$ cat src/rtl/pwm_pkg.sv
// Behaviour
// - coarse stage divides by two to exponent
// - fine stage divides by value plus one
// - reset clears counter and duty, output low
// - enable loads preloads and starts counting
// - enable raises period match request
// - output high while counter below duty
// - period end reloads, flags, restarts counter
// - disable clears counter and duty, output goes to invert bit level
// - invert bit flips output level
// - duty above period keeps output high
// - period is value plus one ticks
// - duty counts high ticks
// - zero period gives one tick period
// - full high at max period needs inversion
// - hardware sets flag, software clears it
// - mask bit gates interrupt request
// - request at every end of count
// - reserved bits read zero, ignore writes
// - split preload update transfers written value
package pwm_pkg;
  localparam int ADDR_W = 6;
  localparam int DATA_W = 16;
  localparam int CNT_W = 16;
  localparam int EXP_W = 3;
  localparam int FINE_W = 5;
  localparam int COARSE_CNT_W = 7;
  localparam logic [5:0] ADDR_COARSE = 6'h00;
  localparam logic [5:0] ADDR_FINE = 6'h04;
  localparam logic [5:0] ADDR_ENABLE = 6'h08;
  localparam logic [5:0] ADDR_POLARITY = 6'h0C;
  localparam logic [5:0] ADDR_FLAG = 6'h10;
  localparam logic [5:0] ADDR_MASK = 6'h14;
  localparam logic [5:0] ADDR_DUTY = 6'h1C;
  localparam logic [5:0] ADDR_PERIOD = 6'h20;
  localparam int BIT0 = 0;
  localparam logic [15:0] RESET_VAL = 16'h0000;
  localparam logic [15:0] CNT_ONE = 16'h0001;
  localparam logic [6:0] PRE_ONE = 7'h01;
  localparam logic [4:0] FINE_ONE = 5'h01;
endpackage

$ cat src/rtl/prescaled_pwm_channel.sv
`timescale 1ns/100ps
module prescaled_pwm_channel (
  input wire logic clk_in,
  input wire logic nrst_in,
  input wire logic ce_in,
  input wire logic [5:0] addr_in,
  input wire logic [15:0] wdata_in,
  input wire logic wr_in,
  input wire logic rd_in,
  output logic [15:0] rdata_out,
  output logic pwm_out,
  output logic irq_out
);
  logic [2:0] coarse_div_exponent;
  logic [4:0] fine_div_value;
  logic run_enable_bit;
  logic output_invert_bit;
  logic period_match_flag;
  logic interrupt_mask_bit;
  logic [15:0] duty_preload;
  logic [15:0] period_preload;
  logic [15:0] duty_eff;
  logic [15:0] period_eff;
  logic [15:0] counter;
  logic run_d;
  logic start;
  logic coarse_tick;
  logic tick_clock;
  logic end_count;
  logic match_event;
  logic next_level;

  function automatic logic hit(input logic [5:0] a);
    hit = wr_in && (addr_in == a);
  endfunction

  assign start = run_enable_bit && !run_d;
  assign end_count = tick_clock && (counter == period_eff);
  assign match_event = start || end_count;

  coarse_divider u_coarse (
    .clk_in(clk_in),
    .nrst_in(nrst_in),
    .ce_in(ce_in),
    .run_in(run_enable_bit),
    .exp_in(coarse_div_exponent),
    .tick_out(coarse_tick)
  );

  fine_divider u_fine (
    .clk_in(clk_in),
    .nrst_in(nrst_in),
    .ce_in(ce_in),
    .run_in(run_enable_bit),
    .step_in(coarse_tick),
    .value_in(fine_div_value),
    .tick_out(tick_clock)
  );

  // ==========================================================
  // configuration registers
  // reserved bits dropped
  always_ff @(posedge clk_in or negedge nrst_in) begin
    if (!nrst_in) begin
      coarse_div_exponent <= 3'h0;
      fine_div_value <= 5'h00;
      run_enable_bit <= 1'b0;
      output_invert_bit <= 1'b0;
      interrupt_mask_bit <= 1'b0;
      duty_preload <= pwm_pkg::RESET_VAL;
      period_preload <= pwm_pkg::RESET_VAL;
    end else if (ce_in) begin
      if (hit(pwm_pkg::ADDR_COARSE)) begin
        coarse_div_exponent <= wdata_in[2:0];
      end
      if (hit(pwm_pkg::ADDR_FINE)) begin
        fine_div_value <= wdata_in[4:0];
      end
      if (hit(pwm_pkg::ADDR_ENABLE)) begin
        run_enable_bit <= wdata_in[pwm_pkg::BIT0];
      end
      if (hit(pwm_pkg::ADDR_POLARITY)) begin
        output_invert_bit <= wdata_in[pwm_pkg::BIT0];
      end
      if (hit(pwm_pkg::ADDR_MASK)) begin
        interrupt_mask_bit <= wdata_in[pwm_pkg::BIT0];
      end
      if (hit(pwm_pkg::ADDR_DUTY)) begin
        duty_preload <= wdata_in;
      end
      if (hit(pwm_pkg::ADDR_PERIOD)) begin
        period_preload <= wdata_in;
      end
    end
  end

  always_ff @(posedge clk_in or negedge nrst_in) begin
    if (!nrst_in) begin
      run_d <= 1'b0;
    end else if (ce_in) begin
      run_d <= run_enable_bit;
    end
  end

  // ==========================================================
  // effective registers
  // reset values
  always_ff @(posedge clk_in or negedge nrst_in) begin
    if (!nrst_in) begin
      duty_eff <= pwm_pkg::RESET_VAL;
      period_eff <= pwm_pkg::RESET_VAL;
    end else if (ce_in) begin
      if (!run_enable_bit) begin
        duty_eff <= pwm_pkg::RESET_VAL;
      end else if (start || end_count) begin
        duty_eff <= duty_preload;
        period_eff <= period_preload;
      end
    end
  end

  // ==========================================================
  // counter
  // tick stepped count
  always_ff @(posedge clk_in or negedge nrst_in) begin
    if (!nrst_in) begin
      counter <= pwm_pkg::RESET_VAL;
    end else if (ce_in) begin
      if (!run_enable_bit || start) begin
        counter <= pwm_pkg::RESET_VAL;
      end else if (end_count) begin
        counter <= pwm_pkg::RESET_VAL;
      end else if (tick_clock) begin
        counter <= counter + pwm_pkg::CNT_ONE;
      end
    end
  end

  // ==========================================================
  // output level
  // compare
  always_comb begin
    next_level = run_enable_bit && (counter < duty_eff);
    next_level = next_level ^ output_invert_bit;
  end

  always_ff @(posedge clk_in or negedge nrst_in) begin
    if (!nrst_in) begin
      pwm_out <= 1'b0;
    end else if (ce_in) begin
      pwm_out <= next_level;
    end
  end

  // ==========================================================
  // period match flag and request
  // set beats clear
  always_ff @(posedge clk_in or negedge nrst_in) begin
    if (!nrst_in) begin
      period_match_flag <= 1'b0;
    end else if (ce_in) begin
      if (match_event) begin
        period_match_flag <= 1'b1;
      end else if (hit(pwm_pkg::ADDR_FLAG) && !wdata_in[pwm_pkg::BIT0]) begin
        period_match_flag <= 1'b0;
      end
    end
  end

  always_ff @(posedge clk_in or negedge nrst_in) begin
    if (!nrst_in) begin
      irq_out <= 1'b0;
    end else if (ce_in) begin
      irq_out <= interrupt_mask_bit &&
        (period_match_flag || match_event);
    end
  end

  // ==========================================================
  // read port
  // reserved read zero
  always_ff @(posedge clk_in or negedge nrst_in) begin
    if (!nrst_in) begin
      rdata_out <= pwm_pkg::RESET_VAL;
    end else if (ce_in) begin
      rdata_out <= pwm_pkg::RESET_VAL;
      if (rd_in) begin
        case (addr_in)
          pwm_pkg::ADDR_COARSE: rdata_out <= {13'h0000, coarse_div_exponent};
          pwm_pkg::ADDR_FINE: rdata_out <= {11'h000, fine_div_value};
          pwm_pkg::ADDR_ENABLE: rdata_out <= {15'h0000, run_enable_bit};
          pwm_pkg::ADDR_POLARITY: rdata_out <= {15'h0000, output_invert_bit};
          pwm_pkg::ADDR_FLAG: rdata_out <= {15'h0000, period_match_flag};
          pwm_pkg::ADDR_MASK: rdata_out <= {15'h0000, interrupt_mask_bit};
          pwm_pkg::ADDR_DUTY: rdata_out <= duty_preload;
          pwm_pkg::ADDR_PERIOD: rdata_out <= period_preload;
          default: rdata_out <= pwm_pkg::RESET_VAL;
        endcase
      end
    end
  end

  // ==========================================================
  // check helpers
  // enabled cycles since the last tick; trusted only after a tick
  // under the prescaler setting now in force
  logic [15:0] tick_span;
  logic [15:0] tick_gap;
  logic gap_valid;

  assign tick_span =
    ({11'h000, fine_div_value} + pwm_pkg::CNT_ONE) << coarse_div_exponent;

  always_ff @(posedge clk_in or negedge nrst_in) begin
    if (!nrst_in) begin
      tick_gap <= pwm_pkg::RESET_VAL;
    end else if (ce_in) begin
      if (!run_enable_bit || tick_clock) begin
        tick_gap <= pwm_pkg::RESET_VAL;
      end else begin
        tick_gap <= tick_gap + pwm_pkg::CNT_ONE;
      end
    end
  end

  always_ff @(posedge clk_in or negedge nrst_in) begin
    if (!nrst_in) begin
      gap_valid <= 1'b0;
    end else if (ce_in) begin
      if (!run_enable_bit || hit(pwm_pkg::ADDR_COARSE)
          || hit(pwm_pkg::ADDR_FINE)) begin
        gap_valid <= 1'b0;
      end else if (tick_clock) begin
        gap_valid <= 1'b1;
      end
    end
  end

  // ==========================================================
  // checks
  flag_set_a: assert property (
    @(posedge clk_in) disable iff (!nrst_in)
    ce_in && end_count |=> period_match_flag)
    else $error("flag not set at end of count");

  disable_low_a: assert property (
    @(posedge clk_in) disable iff (!nrst_in)
    ce_in && !run_enable_bit && !output_invert_bit |=> !pwm_out)
    else $error("output not low while disabled");

  counter_clear_a: assert property (
    @(posedge clk_in) disable iff (!nrst_in)
    ce_in && !run_enable_bit |=> counter == pwm_pkg::RESET_VAL)
    else $error("counter not cleared");

  restart_zero_a: assert property (
    @(posedge clk_in) disable iff (!nrst_in)
    ce_in && run_enable_bit && run_d && end_count
      |=> counter == pwm_pkg::RESET_VAL)
    else $error("counter did not restart");

  irq_masked_a: assert property (
    @(posedge clk_in) disable iff (!nrst_in)
    !interrupt_mask_bit |=> !irq_out || $past(interrupt_mask_bit))
    else $error("request passed while masked");

  start_flag_a: assert property (
    @(posedge clk_in) disable iff (!nrst_in)
    ce_in && start |=> period_match_flag)
    else $error("no request at start");

  start_load_a: assert property (
    @(posedge clk_in) disable iff (!nrst_in)
    ce_in && start |=> period_eff == $past(period_preload))
    else $error("period not loaded at start");

  high_below_a: assert property (
    @(posedge clk_in) disable iff (!nrst_in)
    ce_in && run_enable_bit && counter < duty_eff
      |=> pwm_out == !$past(output_invert_bit))
    else $error("output wrong below duty");

  flag_hold_a: assert property (
    @(posedge clk_in) disable iff (!nrst_in)
    ce_in && period_match_flag && !(wr_in && addr_in == pwm_pkg::ADDR_FLAG)
      |=> period_match_flag)
    else $error("flag lost without clear");

  tick_span_a: assert property (
    @(posedge clk_in) disable iff (!nrst_in)
    ce_in && tick_clock && gap_valid
      |-> tick_gap == tick_span - pwm_pkg::CNT_ONE)
    else $error("tick spacing differs from prescaler setting");

  count_step_a: assert property (
    @(posedge clk_in) disable iff (!nrst_in)
    ce_in && run_enable_bit && run_d && tick_clock && !end_count
      |=> counter == $past(counter) + pwm_pkg::CNT_ONE)
    else $error("counter did not step on tick");

  count_hold_a: assert property (
    @(posedge clk_in) disable iff (!nrst_in)
    ce_in && run_enable_bit && run_d && !tick_clock |=> $stable(counter))
    else $error("counter moved without tick");

  period_reload_a: assert property (
    @(posedge clk_in) disable iff (!nrst_in)
    ce_in && run_enable_bit && run_d && end_count
      |=> duty_eff == $past(duty_preload)
        && period_eff == $past(period_preload))
    else $error("effective registers not reloaded");

  duty_clear_a: assert property (
    @(posedge clk_in) disable iff (!nrst_in)
    ce_in && !run_enable_bit |=> duty_eff == pwm_pkg::RESET_VAL)
    else $error("duty not cleared while disabled");

  low_at_duty_a: assert property (
    @(posedge clk_in) disable iff (!nrst_in)
    ce_in && run_enable_bit && counter >= duty_eff
      |=> pwm_out == $past(output_invert_bit))
    else $error("output wrong at or above duty");

  disabled_level_a: assert property (
    @(posedge clk_in) disable iff (!nrst_in)
    ce_in && !run_enable_bit |=> pwm_out == $past(output_invert_bit))
    else $error("disabled level ignores polarity");

  irq_follow_a: assert property (
    @(posedge clk_in) disable iff (!nrst_in)
    ce_in && interrupt_mask_bit && period_match_flag |=> irq_out)
    else $error("request not passed while unmasked");

  read_idle_a: assert property (
    @(posedge clk_in) disable iff (!nrst_in)
    ce_in && !rd_in |=> rdata_out == pwm_pkg::RESET_VAL)
    else $error("read data stand beyond one cycle");

  reserved_read_a: assert property (
    @(posedge clk_in) disable iff (!nrst_in)
    ce_in && rd_in && addr_in != pwm_pkg::ADDR_DUTY
      && addr_in != pwm_pkg::ADDR_PERIOD
      |=> rdata_out[pwm_pkg::DATA_W-1:pwm_pkg::FINE_W] == '0)
    else $error("reserved bits read nonzero");

  freeze_hold_a: assert property (
    @(posedge clk_in) disable iff (!nrst_in)
    !ce_in |=> $stable(counter) && $stable(pwm_out)
      && $stable(period_match_flag) && $stable(irq_out)
      && $stable(rdata_out))
    else $error("state moved while clock enable low");
endmodule // prescaled_pwm_channel

$ cat src/rtl/coarse_divider.sv
`timescale 1ns/100ps
// first stage: one pulse every 2**exponent enabled cycles
module coarse_divider (
  input wire logic clk_in,
  input wire logic nrst_in,
  input wire logic ce_in,
  input wire logic run_in,
  input wire logic [2:0] exp_in,
  output logic tick_out
);
  logic [6:0] count;
  logic [6:0] limit;

  assign limit = 7'((8'h01 << exp_in) - 8'h01);

  // ==========================================================
  // coarse count
  // power of two
  always_ff @(posedge clk_in or negedge nrst_in) begin
    if (!nrst_in) begin
      count <= 7'h00;
    end else if (ce_in) begin
      if (!run_in || count >= limit) begin
        count <= 7'h00;
      end else begin
        count <= count + pwm_pkg::PRE_ONE;
      end
    end
  end

  assign tick_out = run_in && (count >= limit);
endmodule // coarse_divider

$ cat src/rtl/fine_divider.sv
`timescale 1ns/100ps
// second stage: one tick every value+1 coarse pulses
module fine_divider (
  input wire logic clk_in,
  input wire logic nrst_in,
  input wire logic ce_in,
  input wire logic run_in,
  input wire logic step_in,
  input wire logic [4:0] value_in,
  output logic tick_out
);
  logic [4:0] count;

  // ==========================================================
  // fine count
  // value plus one
  always_ff @(posedge clk_in or negedge nrst_in) begin
    if (!nrst_in) begin
      count <= 5'h00;
    end else if (ce_in) begin
      if (!run_in) begin
        count <= 5'h00;
      end else if (step_in) begin
        if (count >= value_in) begin
          count <= 5'h00;
        end else begin
          count <= count + pwm_pkg::FINE_ONE;
        end
      end
    end
  end

  assign tick_out = step_in && (count >= value_in);
endmodule // fine_divider

$ cat config.mk
export PLATFORM = sky130hd
export DESIGN_NAME = prescaled_pwm_channel
export DESIGN_NICKNAME = d
export VERILOG_FILES = /design/src/rtl/pwm_pkg.sv /design/src/rtl/prescaled_pwm_channel.sv /design/src/rtl/coarse_divider.sv /design/src/rtl/fine_divider.sv
export SDC_FILE = /design/constraint.sdc
export NUM_CORES = 1
export LEC_CHECK = 0
export ABC_CLOCK_PERIOD_IN_PS = 3030
export BUFFER_PORTS_ARGS = -buffer_cell sky130_fd_sc_hd__buf_2
export CAP_MARGIN = 20
export CORE_MARGIN = 2
export CORE_UTILIZATION = 55
export CTS_CLUSTER_DIAMETER = 200
export DETAILED_ROUTE_END_ITERATION = 8
export GPL_TIMING_DRIVEN = 0
export PLACE_DENSITY = 0.76
export SETUP_SLACK_MARGIN = 0.15
export SLEW_MARGIN = 40
export SYNTH_ARGS = -nofsm -noshare
export SYNTH_HDL_FRONTEND = slang
export SYNTH_SLANG_ARGS = --single-unit
$ cat constraint.sdc
create_clock -name clk_in -period 3.03 [get_ports clk_in]
set_input_delay 0.4545 -clock clk_in [delete_from_list [all_inputs] [get_ports clk_in]]
set_output_delay 0.4545 -clock clk_in [all_outputs]
set_load 0.02 [all_outputs]
==> impl_metrics.py, run 1 <==
metrics = {
    "clock_tree": {
        "root_buffer": "sky130_fd_sc_hd__clkbuf_16",
        "clock_sink_count": 123,
        "clock_tree.buffer_depth": 2,
        "numCtsBuffers": 17,
        "tritoncts": "built",
        "htree_num_levels": 4,
        "clock_network_latency_to_the_later_pin_of_the_worst_skew_pair_ps": 420,
        "cts_hold_buffers": 0,
        "clkTransAtPathRegs_ps": 50,
    },
    "sta": {
        "final.min_clock_period_ps": 3421,
        "worst_slew_pin_slew_ps": 878.1,
        "final_worst_path_period_share_pct": 112.9,
        "worst_case_clock_skew_ps": 9.534,
        "grt_setup_unrepaired": "true",
        "setup_viol": 62,
        "worst_slack_ps": -391.5,
        "relSlewSlack_pct": 41.25,
        "finalHoldViolations": 0,
        "finalMaxSlewViolations": 0,
        "clock.fmax_mhz": 292.3,
    },
    "status": {
        "violations": "design-rule violations, negative setup slack",
        "result_of_the_run": "finished, violations left",
    },
    "setup_path": {
        "maximum_fanout_along_the_worst_path": 8,
        "cp.required_ps": 3330,
        "rrSetupSlack_ps": -390,
        "cp-start-kind": "register",
        "worst-setup-path-type": "reg2reg",
        "timing.rr.start": "coarse_div_exponent[2]",
        "reg2regPathDepth": 17,
        "cpPeakStageDelay_ps": 370,
        "worstPathCellList": "clkbuf_8 -> buf_4 -> nor2_2 -> nand2_1 -> ha_4 -> nor3_2 -> a21oi_1 -> o21a_1 -> ha_4 -> nand4_1 -> o21ai_4 -> nand4b_4 -> buf_6 -> and2_4 -> buf_6 -> buf_8 -> a311o_1",
        "crit-reg2reg-capture": "duty_eff[11]",
        "timing.critical_path.to_type": "register",
        "cp_data_arrival_time_ps": 3720,
        "critPathSlowestCell": "sky130_fd_sc_hd__dfrtp_1",
    },
    "floorplanning": {
        "floorplan.die_area_um2": 12770,
        "floorplan.die.width_um": 113.0,
        "floorplan.initialDensity_pct": 56.77,
        "core_region_area_um2": 11520,
        "core.rowCount": 39,
        "num_io_pins": 45,
        "die_h_um": 113.0,
    },
    "route": {
        "routed_wl_um": 19210,
        "detailedRoute.firstPassIterationCount": 9,
        "drc": 1,
        "route.antenna.remaining_nets": 0,
        "detailroute.via_count": 5613,
        "detail_route.vias_per_cell": 6.378,
        "route.detailed.wl_per_inst_um": 21.82,
        "detailed_router_s_first_iteration_violation_count": 618,
    },
    "global_routing": {
        "antenna_found_initial": 0,
        "grt_start_max_net_pins": 71,
        "via_count_of_the_first_global_routing_pass": 5844,
        "total_congestion_overflow_after_global_routing": 0,
        "gr-usage-all-layers_pct": 29.97,
        "grt_first_pass_wirelength_um": 29830,
    },
    "power_and_ir_drop": {
        "peakVddDrop_v": 0.0003908,
        "cellLeakagePower_uw": 0.003840,
        "pwr_density_cell_nw_per_um2": 520.0,
    },
    "cells_and_area": {
        "drive_gt1_share_pct": 31.34,
        "finish.net_count": 783,
        "num_antenna_cells": 0,
        "mostFrequentLayoutCell": "sky130_fd_sc_hd__dfrtp_1",
        "fillCellCount": 729,
        "layout.cell_area.non_filler_um2": 8488,
        "synthToLayoutAreaGrowth_pct": 29.84,
        "mostFrequentLayoutCells": "sky130_fd_sc_hd__dfrtp_1, sky130_fd_sc_hd__buf_2, sky130_fd_sc_hd__inv_1",
        "instances_no_fill": 880,
        "post-route-util_pct": 73.71,
    },
    "logic_synthesis": {
        "synth_nets": 685,
        "netlist_area_pre_place_um2": 6538,
        "synth-seq-area-share_pct": 47.08,
        "yosys_register_bits": 123,
        "synth_area_leaders": "sky130_fd_sc_hd__dfrtp_1, sky130_fd_sc_hd__mux2_2, sky130_fd_sc_hd__ha_1, sky130_fd_sc_hd__inv_1, sky130_fd_sc_hd__xnor2_1",
        "synth-warning-count": 0,
        "prevailing_post_synth_register_cell": "sky130_fd_sc_hd__dfrtp_1",
        "synth_enable_flop_cells": 0,
        "netlist.top_cell.by_area": "sky130_fd_sc_hd__dfrtp_1",
        "synthArstFlopShare_pct": 100.0,
        "synthesis.area_per_instance_um2": 10.43,
        "synthCells": 627,
        "synthDominantCellAreaShare_pct": 47.08,
        "yosysUniqueCellTypes": 55,
    },
    "placed_design": {
        "post-place-ws_ps": -562.2,
        "io_buffer_count": 43,
        "placed_instances": 814,
        "dp.final_hpwl_um": 12070,
        "place.gp.congestion": 0.9154,
        "detailed_place.area_um2": 7079,
    },
    "job": {
        "cap_violations": 0,
    },
    "hold_path": {
        "worstHoldPathType": "in2async",
    },
}
[Yosys cell counts, drive strengths merged, types with 3 or more instances]
| cell | instances |
|---|---|
| nor2 | 38 |
| dfrtp | 123 |
| nand2 | 31 |
| nand4 | 16 |
| a32oi | 5 |
| buf | 13 |
| xnor2 | 19 |
| or4 | 3 |
| and2 | 8 |
| a21oi | 32 |
| a21o | 9 |
| or3 | 5 |
| a22oi | 11 |
| o31ai | 10 |
| ha | 31 |
| a222oi | 4 |
| a311o | 15 |
| a31oi | 5 |
| nor3b | 3 |
| o21a | 3 |
| nor2b | 5 |
| o22ai | 20 |
| nor3 | 10 |
| nand3 | 26 |
| nand2b | 3 |
| xor2 | 6 |
| clkbuf | 20 |
| mux2 | 54 |
| and3 | 8 |
| inv | 46 |
| a21boi | 5 |
| o21ai | 21 |
[critical path: cells and delay by family, from the launching register on]
kind | cells | cell delay (ps)
compound gates | 4 | 900
flops | 1 | 370
buf+inv | 5 | 720
simple gates | 6 | 840
fa+ha+maj | 2 | 470
[per-layer routing]
layer | vias up | track usage (%) | share of wire [%]
li1 | 2499 | - | -
met1 | 2793 | 39.41 | 41
met2 | 263 | 47.82 | 48
met3 | 58 | 6.052 | 7.0
met4 | 0 | 14.47 | 3.5
met5 | - | 0 | 0
[power breakdown]
part	internal, uW	leakage [uW]	switching [uW]
Sequential	1740	0.00167	87.9
Clock	1280	0.000277	710
Combinational	270	0.00189	330
[cells by family (layout without fill, tap and decap cells)]
| kind of cell | after synthesis | in the layout | synth area share (%) |
|---|---|---|---|
| AOI/OAI and AO/OA | 153 | 153 | 16.31 |
| xor gates and xnor gates | 25 | 25 | 3.349 |
| adders and majority gates | 31 | 31 | 5.933 |
| buffers and inverters | 79 | 189 | 5.053 |
| DFF | 123 | 123 | 47.08 |
| muxes | 56 | 56 | 9.608 |
| and+or+nand+nor | 160 | 160 | 12.67 |
[worst max path at each step]
| stage | from | to | slack, ps | depth (start not counted) |
|---|---|---|---|---|
| finish | coarse_div_exponent[2] | duty_eff[11] | -390 | 17 |
| global route | coarse_div_exponent[2] | duty_eff[7] | -460 | 17 |
| CTS | coarse_div_exponent[2] | duty_eff[11] | -240 | 15 |
| detailed placement | coarse_div_exponent[0] | period_eff[12] | -560 | 13 |
| global placement | coarse_div_exponent[0] | period_eff[9] | -480 | 13 |
| floorplan | coarse_div_exponent[1] | period_eff[10] | -150 | 13 |
[sequential cells by signal (all words and copies together) (netlist names)]
signal / cells
coarse_div_exponent: 3
counter: 16
duty_eff: 16
duty_preload: 16
fine_div_value: 5
interrupt_mask_bit: 1
irq_out: 1
output_invert_bit: 1
period_eff: 16
period_match_flag: 1
period_preload: 16
pwm_out: 1
rdata_out: 16
run_d: 1
run_enable_bit: 1
u_coarse.count: 7
u_fine.count: 5
[cell type report]
class	count	area [um^2]	share of cell area, %
multi-input combinational	425	3542	41.73
sequential	123	3078	36.26
timing repair buffer	79	698.2	8.225
clock buffer	22	444.2	5.233
buffer	33	251.5	2.963
tap	143	178.9	2.108
inverter	46	172.7	2.034
clock inverter	9	122.6	1.445
[per-stage QoR]
| stage | TNS (ps) | hold slack, ps | power [uW] |
|---|---|---|---|
| final | -18610 | 2.283 | 4414 |
| after global routing | -23580 | 41.48 | 4545 |
| after CTS | -7424 | 21.71 | 4353 |
| after detailed placement | -21440 | 458.1 | 2317 |
| after global placement | -17280 | 493.9 | 2285 |
| after floorplan | -2789 | 158.9 | 2134 |
[timing repair]
action,in CTS,in global routing
pin swaps,44,25
setup endpoints to repair,60,62
cloned,2,2
gates resized for setup,62,48
buffers inserted,27,4
Power figures use the tool's default switching activity.
==> run 2: changes to the inputs <==
--- a/config.mk
+++ b/config.mk
@@ -5,7 +5,7 @@
 export SDC_FILE = /design/constraint.sdc
 export NUM_CORES = 1
 export LEC_CHECK = 0
-export ABC_CLOCK_PERIOD_IN_PS = 3030
+export ABC_CLOCK_PERIOD_IN_PS = 2800
 export BUFFER_PORTS_ARGS = -buffer_cell sky130_fd_sc_hd__buf_2
 export CAP_MARGIN = 20
 export CORE_MARGIN = 2
==> constraint.sdc (replaced) <==
create_clock -name clk_in -period 2.8 [get_ports clk_in]
set_input_delay 0.42 -clock clk_in [delete_from_list [all_inputs] [get_ports clk_in]]
set_output_delay 0.42 -clock clk_in [all_outputs]
set_load 0.02 [all_outputs]
==> run 2 against run 1 <==
Compared with the run above: the flow still finishes with violations (design-rule violations, negative setup slack); sequential power rose by 8%; first-iteration DRC count fell by 39%; combinational power rose by 4.0%; sequential share of layout area rose by 0.60 points; maximum frequency rose by 3.5%; clock power rose by 8%; critical path depth fell by 2; die area did not move; non-clock buffer count rose by 1; count of clock-buffer cells in the layout fell by 1; largest cell class unchanged.
==> impl_metrics.py, run 2 (same netlist as run 1, synthesis figures left out) <==
metrics = {
    "global_routing": {
        "grt_first_pass_wirelength_um": 28140,
        "via_count_of_the_first_global_routing_pass": 5528,
        "grt_start_max_net_pins": 68,
        "total_congestion_overflow_after_global_routing": 0,
        "antenna_found_initial": 0,
        "gr-usage-all-layers_pct": 28.60,
    },
    "status": {
        "violations": "design-rule violations, negative setup slack",
        "result_of_the_run": "finished, violations left",
    },
    "sta": {
        "worst_slack_ps": -504.5,
        "final_worst_path_period_share_pct": 118.0,
        "finalMaxSlewViolations": 0,
        "setup_viol": 60,
        "fin_setup_tns_ps": -23830,
        "worst_case_clock_skew_ps": 6.211,
        "grt_setup_unrepaired": "true",
        "hold_slack_ps": 239.3,
        "final.min_clock_period_ps": 3304,
        "finalHoldViolations": 0,
        "worst_slew_pin_slew_ps": 792.8,
        "clock.fmax_mhz": 302.6,
        "relSlewSlack_pct": 46.74,
    },
    "route": {
        "detailroute.via_count": 5532,
        "detailedRoute.firstPassIterationCount": 9,
        "route.detailed.wl_per_inst_um": 20.37,
        "detail_route.vias_per_cell": 6.279,
        "detailed_router_s_first_iteration_violation_count": 380,
        "route.antenna.remaining_nets": 0,
        "routed_wl_um": 17950,
        "drc": 1,
    },
    "cells_and_area": {
        "instances_no_fill": 881,
        "finish.net_count": 784,
        "synthToLayoutAreaGrowth_pct": 27.73,
        "mostFrequentLayoutCells": "sky130_fd_sc_hd__dfrtp_1, sky130_fd_sc_hd__buf_2, sky130_fd_sc_hd__inv_1",
        "mostFrequentLayoutCell": "sky130_fd_sc_hd__dfrtp_1",
        "post-route-util_pct": 72.51,
        "fillCellCount": 776,
        "drive_gt1_share_pct": 30.76,
        "num_antenna_cells": 0,
    },
    "setup_path": {
        "rrSetupSlack_ps": -500,
        "cp-start-kind": "register",
        "crit-reg2reg-capture": "period_eff[14]",
        "maximum_fanout_along_the_worst_path": 5,
        "worst-setup-path-type": "reg2reg",
        "reg2regPathDepth": 15,
        "timing.rr.start": "coarse_div_exponent[2]",
        "cp.required_ps": 3110,
        "cp_data_arrival_time_ps": 3620,
        "timing.critical_path.to_type": "register",
    },
    "hold_path": {
        "holdPathStages": 2,
        "worstHoldEndpoint": "duty_preload[8]",
        "worstHoldPathType": "in2reg",
        "hold_start": "wdata_in[8]",
    },
    "clock_tree": {
        "htree_num_levels": 4,
        "clkTransAtPathRegs_ps": 60,
        "root_buffer": "sky130_fd_sc_hd__clkbuf_16",
        "clock_tree.buffer_depth": 2,
        "numCtsBuffers": 17,
        "clock_network_latency_to_the_later_pin_of_the_worst_skew_pair_ps": 430,
        "tritoncts": "built",
        "clock_sink_count": 123,
    },
    "floorplanning": {
        "floorplan.die_area_um2": 12770,
        "core.rowCount": 39,
        "die_h_um": 113.0,
        "num_io_pins": 45,
        "floorplan.initialDensity_pct": 56.77,
        "core_region_area_um2": 11520,
        "floorplan.die.width_um": 113.0,
    },
    "placed_design": {
        "io_buffer_count": 43,
        "placed_instances": 814,
        "place.gp.congestion": 0.9109,
        "dp.final_hpwl_um": 11860,
    },
    "power_and_ir_drop": {
        "peakVddDrop_v": 0.0005361,
        "pwr_density_cell_nw_per_um2": 566.6,
        "cellLeakagePower_uw": 0.003799,
    },
    "job": {
        "cap_violations": 0,
    },
}
run 2: cell count changes in the layout (fill, tap and decap cells not counted), moves of 4 or more:
cell / delta
sky130_fd_sc_hd__clkinvlp_4: +5
sky130_fd_sc_hd__o31ai_1: +5
sky130_fd_sc_hd__a21oi_2: +4
sky130_fd_sc_hd__buf_4: +4
sky130_fd_sc_hd__clkinv_2: -4
run 2: power by group:
group,switching [uW],leakage [uW],internal (uW)
Clock,789,0.000263,1350
Combinational,336,0.00187,289
Sequential,91.2,0.00167,1880
Total,1220,0.00380,3520
run 2: critical path: stages, from the launching register on:
cell,delay (ps)
sky130_fd_sc_hd__dfrtp_1,360
sky130_fd_sc_hd__clkbuf_8,130
sky130_fd_sc_hd__or3_4,390
sky130_fd_sc_hd__ha_4,190
sky130_fd_sc_hd__buf_4,140
sky130_fd_sc_hd__a21oi_1,130
sky130_fd_sc_hd__o21a_1,140
sky130_fd_sc_hd__ha_1,230
sky130_fd_sc_hd__a211o_1,310
sky130_fd_sc_hd__a21oi_2,200
sky130_fd_sc_hd__o21ai_4,110
sky130_fd_sc_hd__nand4b_4,180
sky130_fd_sc_hd__a21oi_4,110
sky130_fd_sc_hd__buf_6,150
sky130_fd_sc_hd__buf_16,130
sky130_fd_sc_hd__mux2_4,290
run 2: final cells by class:
| type | count | area, um^2 | share of cell area [%] |
|---|---|---|---|
| sequential | 123 | 3078 | 36.86 |
| clock buffer | 21 | 460.4 | 5.514 |
| timing repair buffer | 80 | 654.4 | 7.836 |
| buffer | 33 | 255.2 | 3.057 |
| inverter | 46 | 172.7 | 2.068 |
| tap | 143 | 178.9 | 2.143 |
| clock inverter | 10 | 118.9 | 1.423 |
| multi-input combinational | 425 | 3432 | 41.10 |
run 2: per-layer routing:
| metal | vias up | global-route usage (%) | wire (um) |
|---|---|---|---|
| li1 | 2504 | - | - |
| met1 | 2734 | 37.30 | 7425 |
| met5 | - | 0 | 0 |
| met3 | 50 | 6.909 | 1402 |
| met4 | 0 | 13.50 | 503 |
| met2 | 244 | 45.39 | 8613 |
run 2: worst max-delay path by stage:
| stage | from | end |
|---|---|---|
| floorplan | coarse_div_exponent[1] | period_eff[10] |
| global placement | coarse_div_exponent[0] | period_eff[9] |
| detailed placement | coarse_div_exponent[0] | period_eff[9] |
| CTS | coarse_div_exponent[2] | period_eff[1] |
| global route | coarse_div_exponent[2] | counter[11] |
| finish | coarse_div_exponent[2] | period_eff[14] |
run 2: metrics by stage:
stage               total power [uW]  setup WS (ps)  instance area, um^2
floorplan                       2310         -378.4                 6643
global placement                2473         -710.1                 7037
detailed placement              2503         -770.5                 7079
CTS                             4699         -458.6                 8084
global route                    4876         -635.8                 8351
finish                          4732         -504.5                 8351
run 2: what timing repair did:
action	4_1_cts	5_1_grt
hold buffers	1	0
pin swaps	30	16
hold endpoints to repair	56	0
setup endpoints to repair	62	62
buffers inserted	24	9
cloned	2	0
resized for setup	41	48
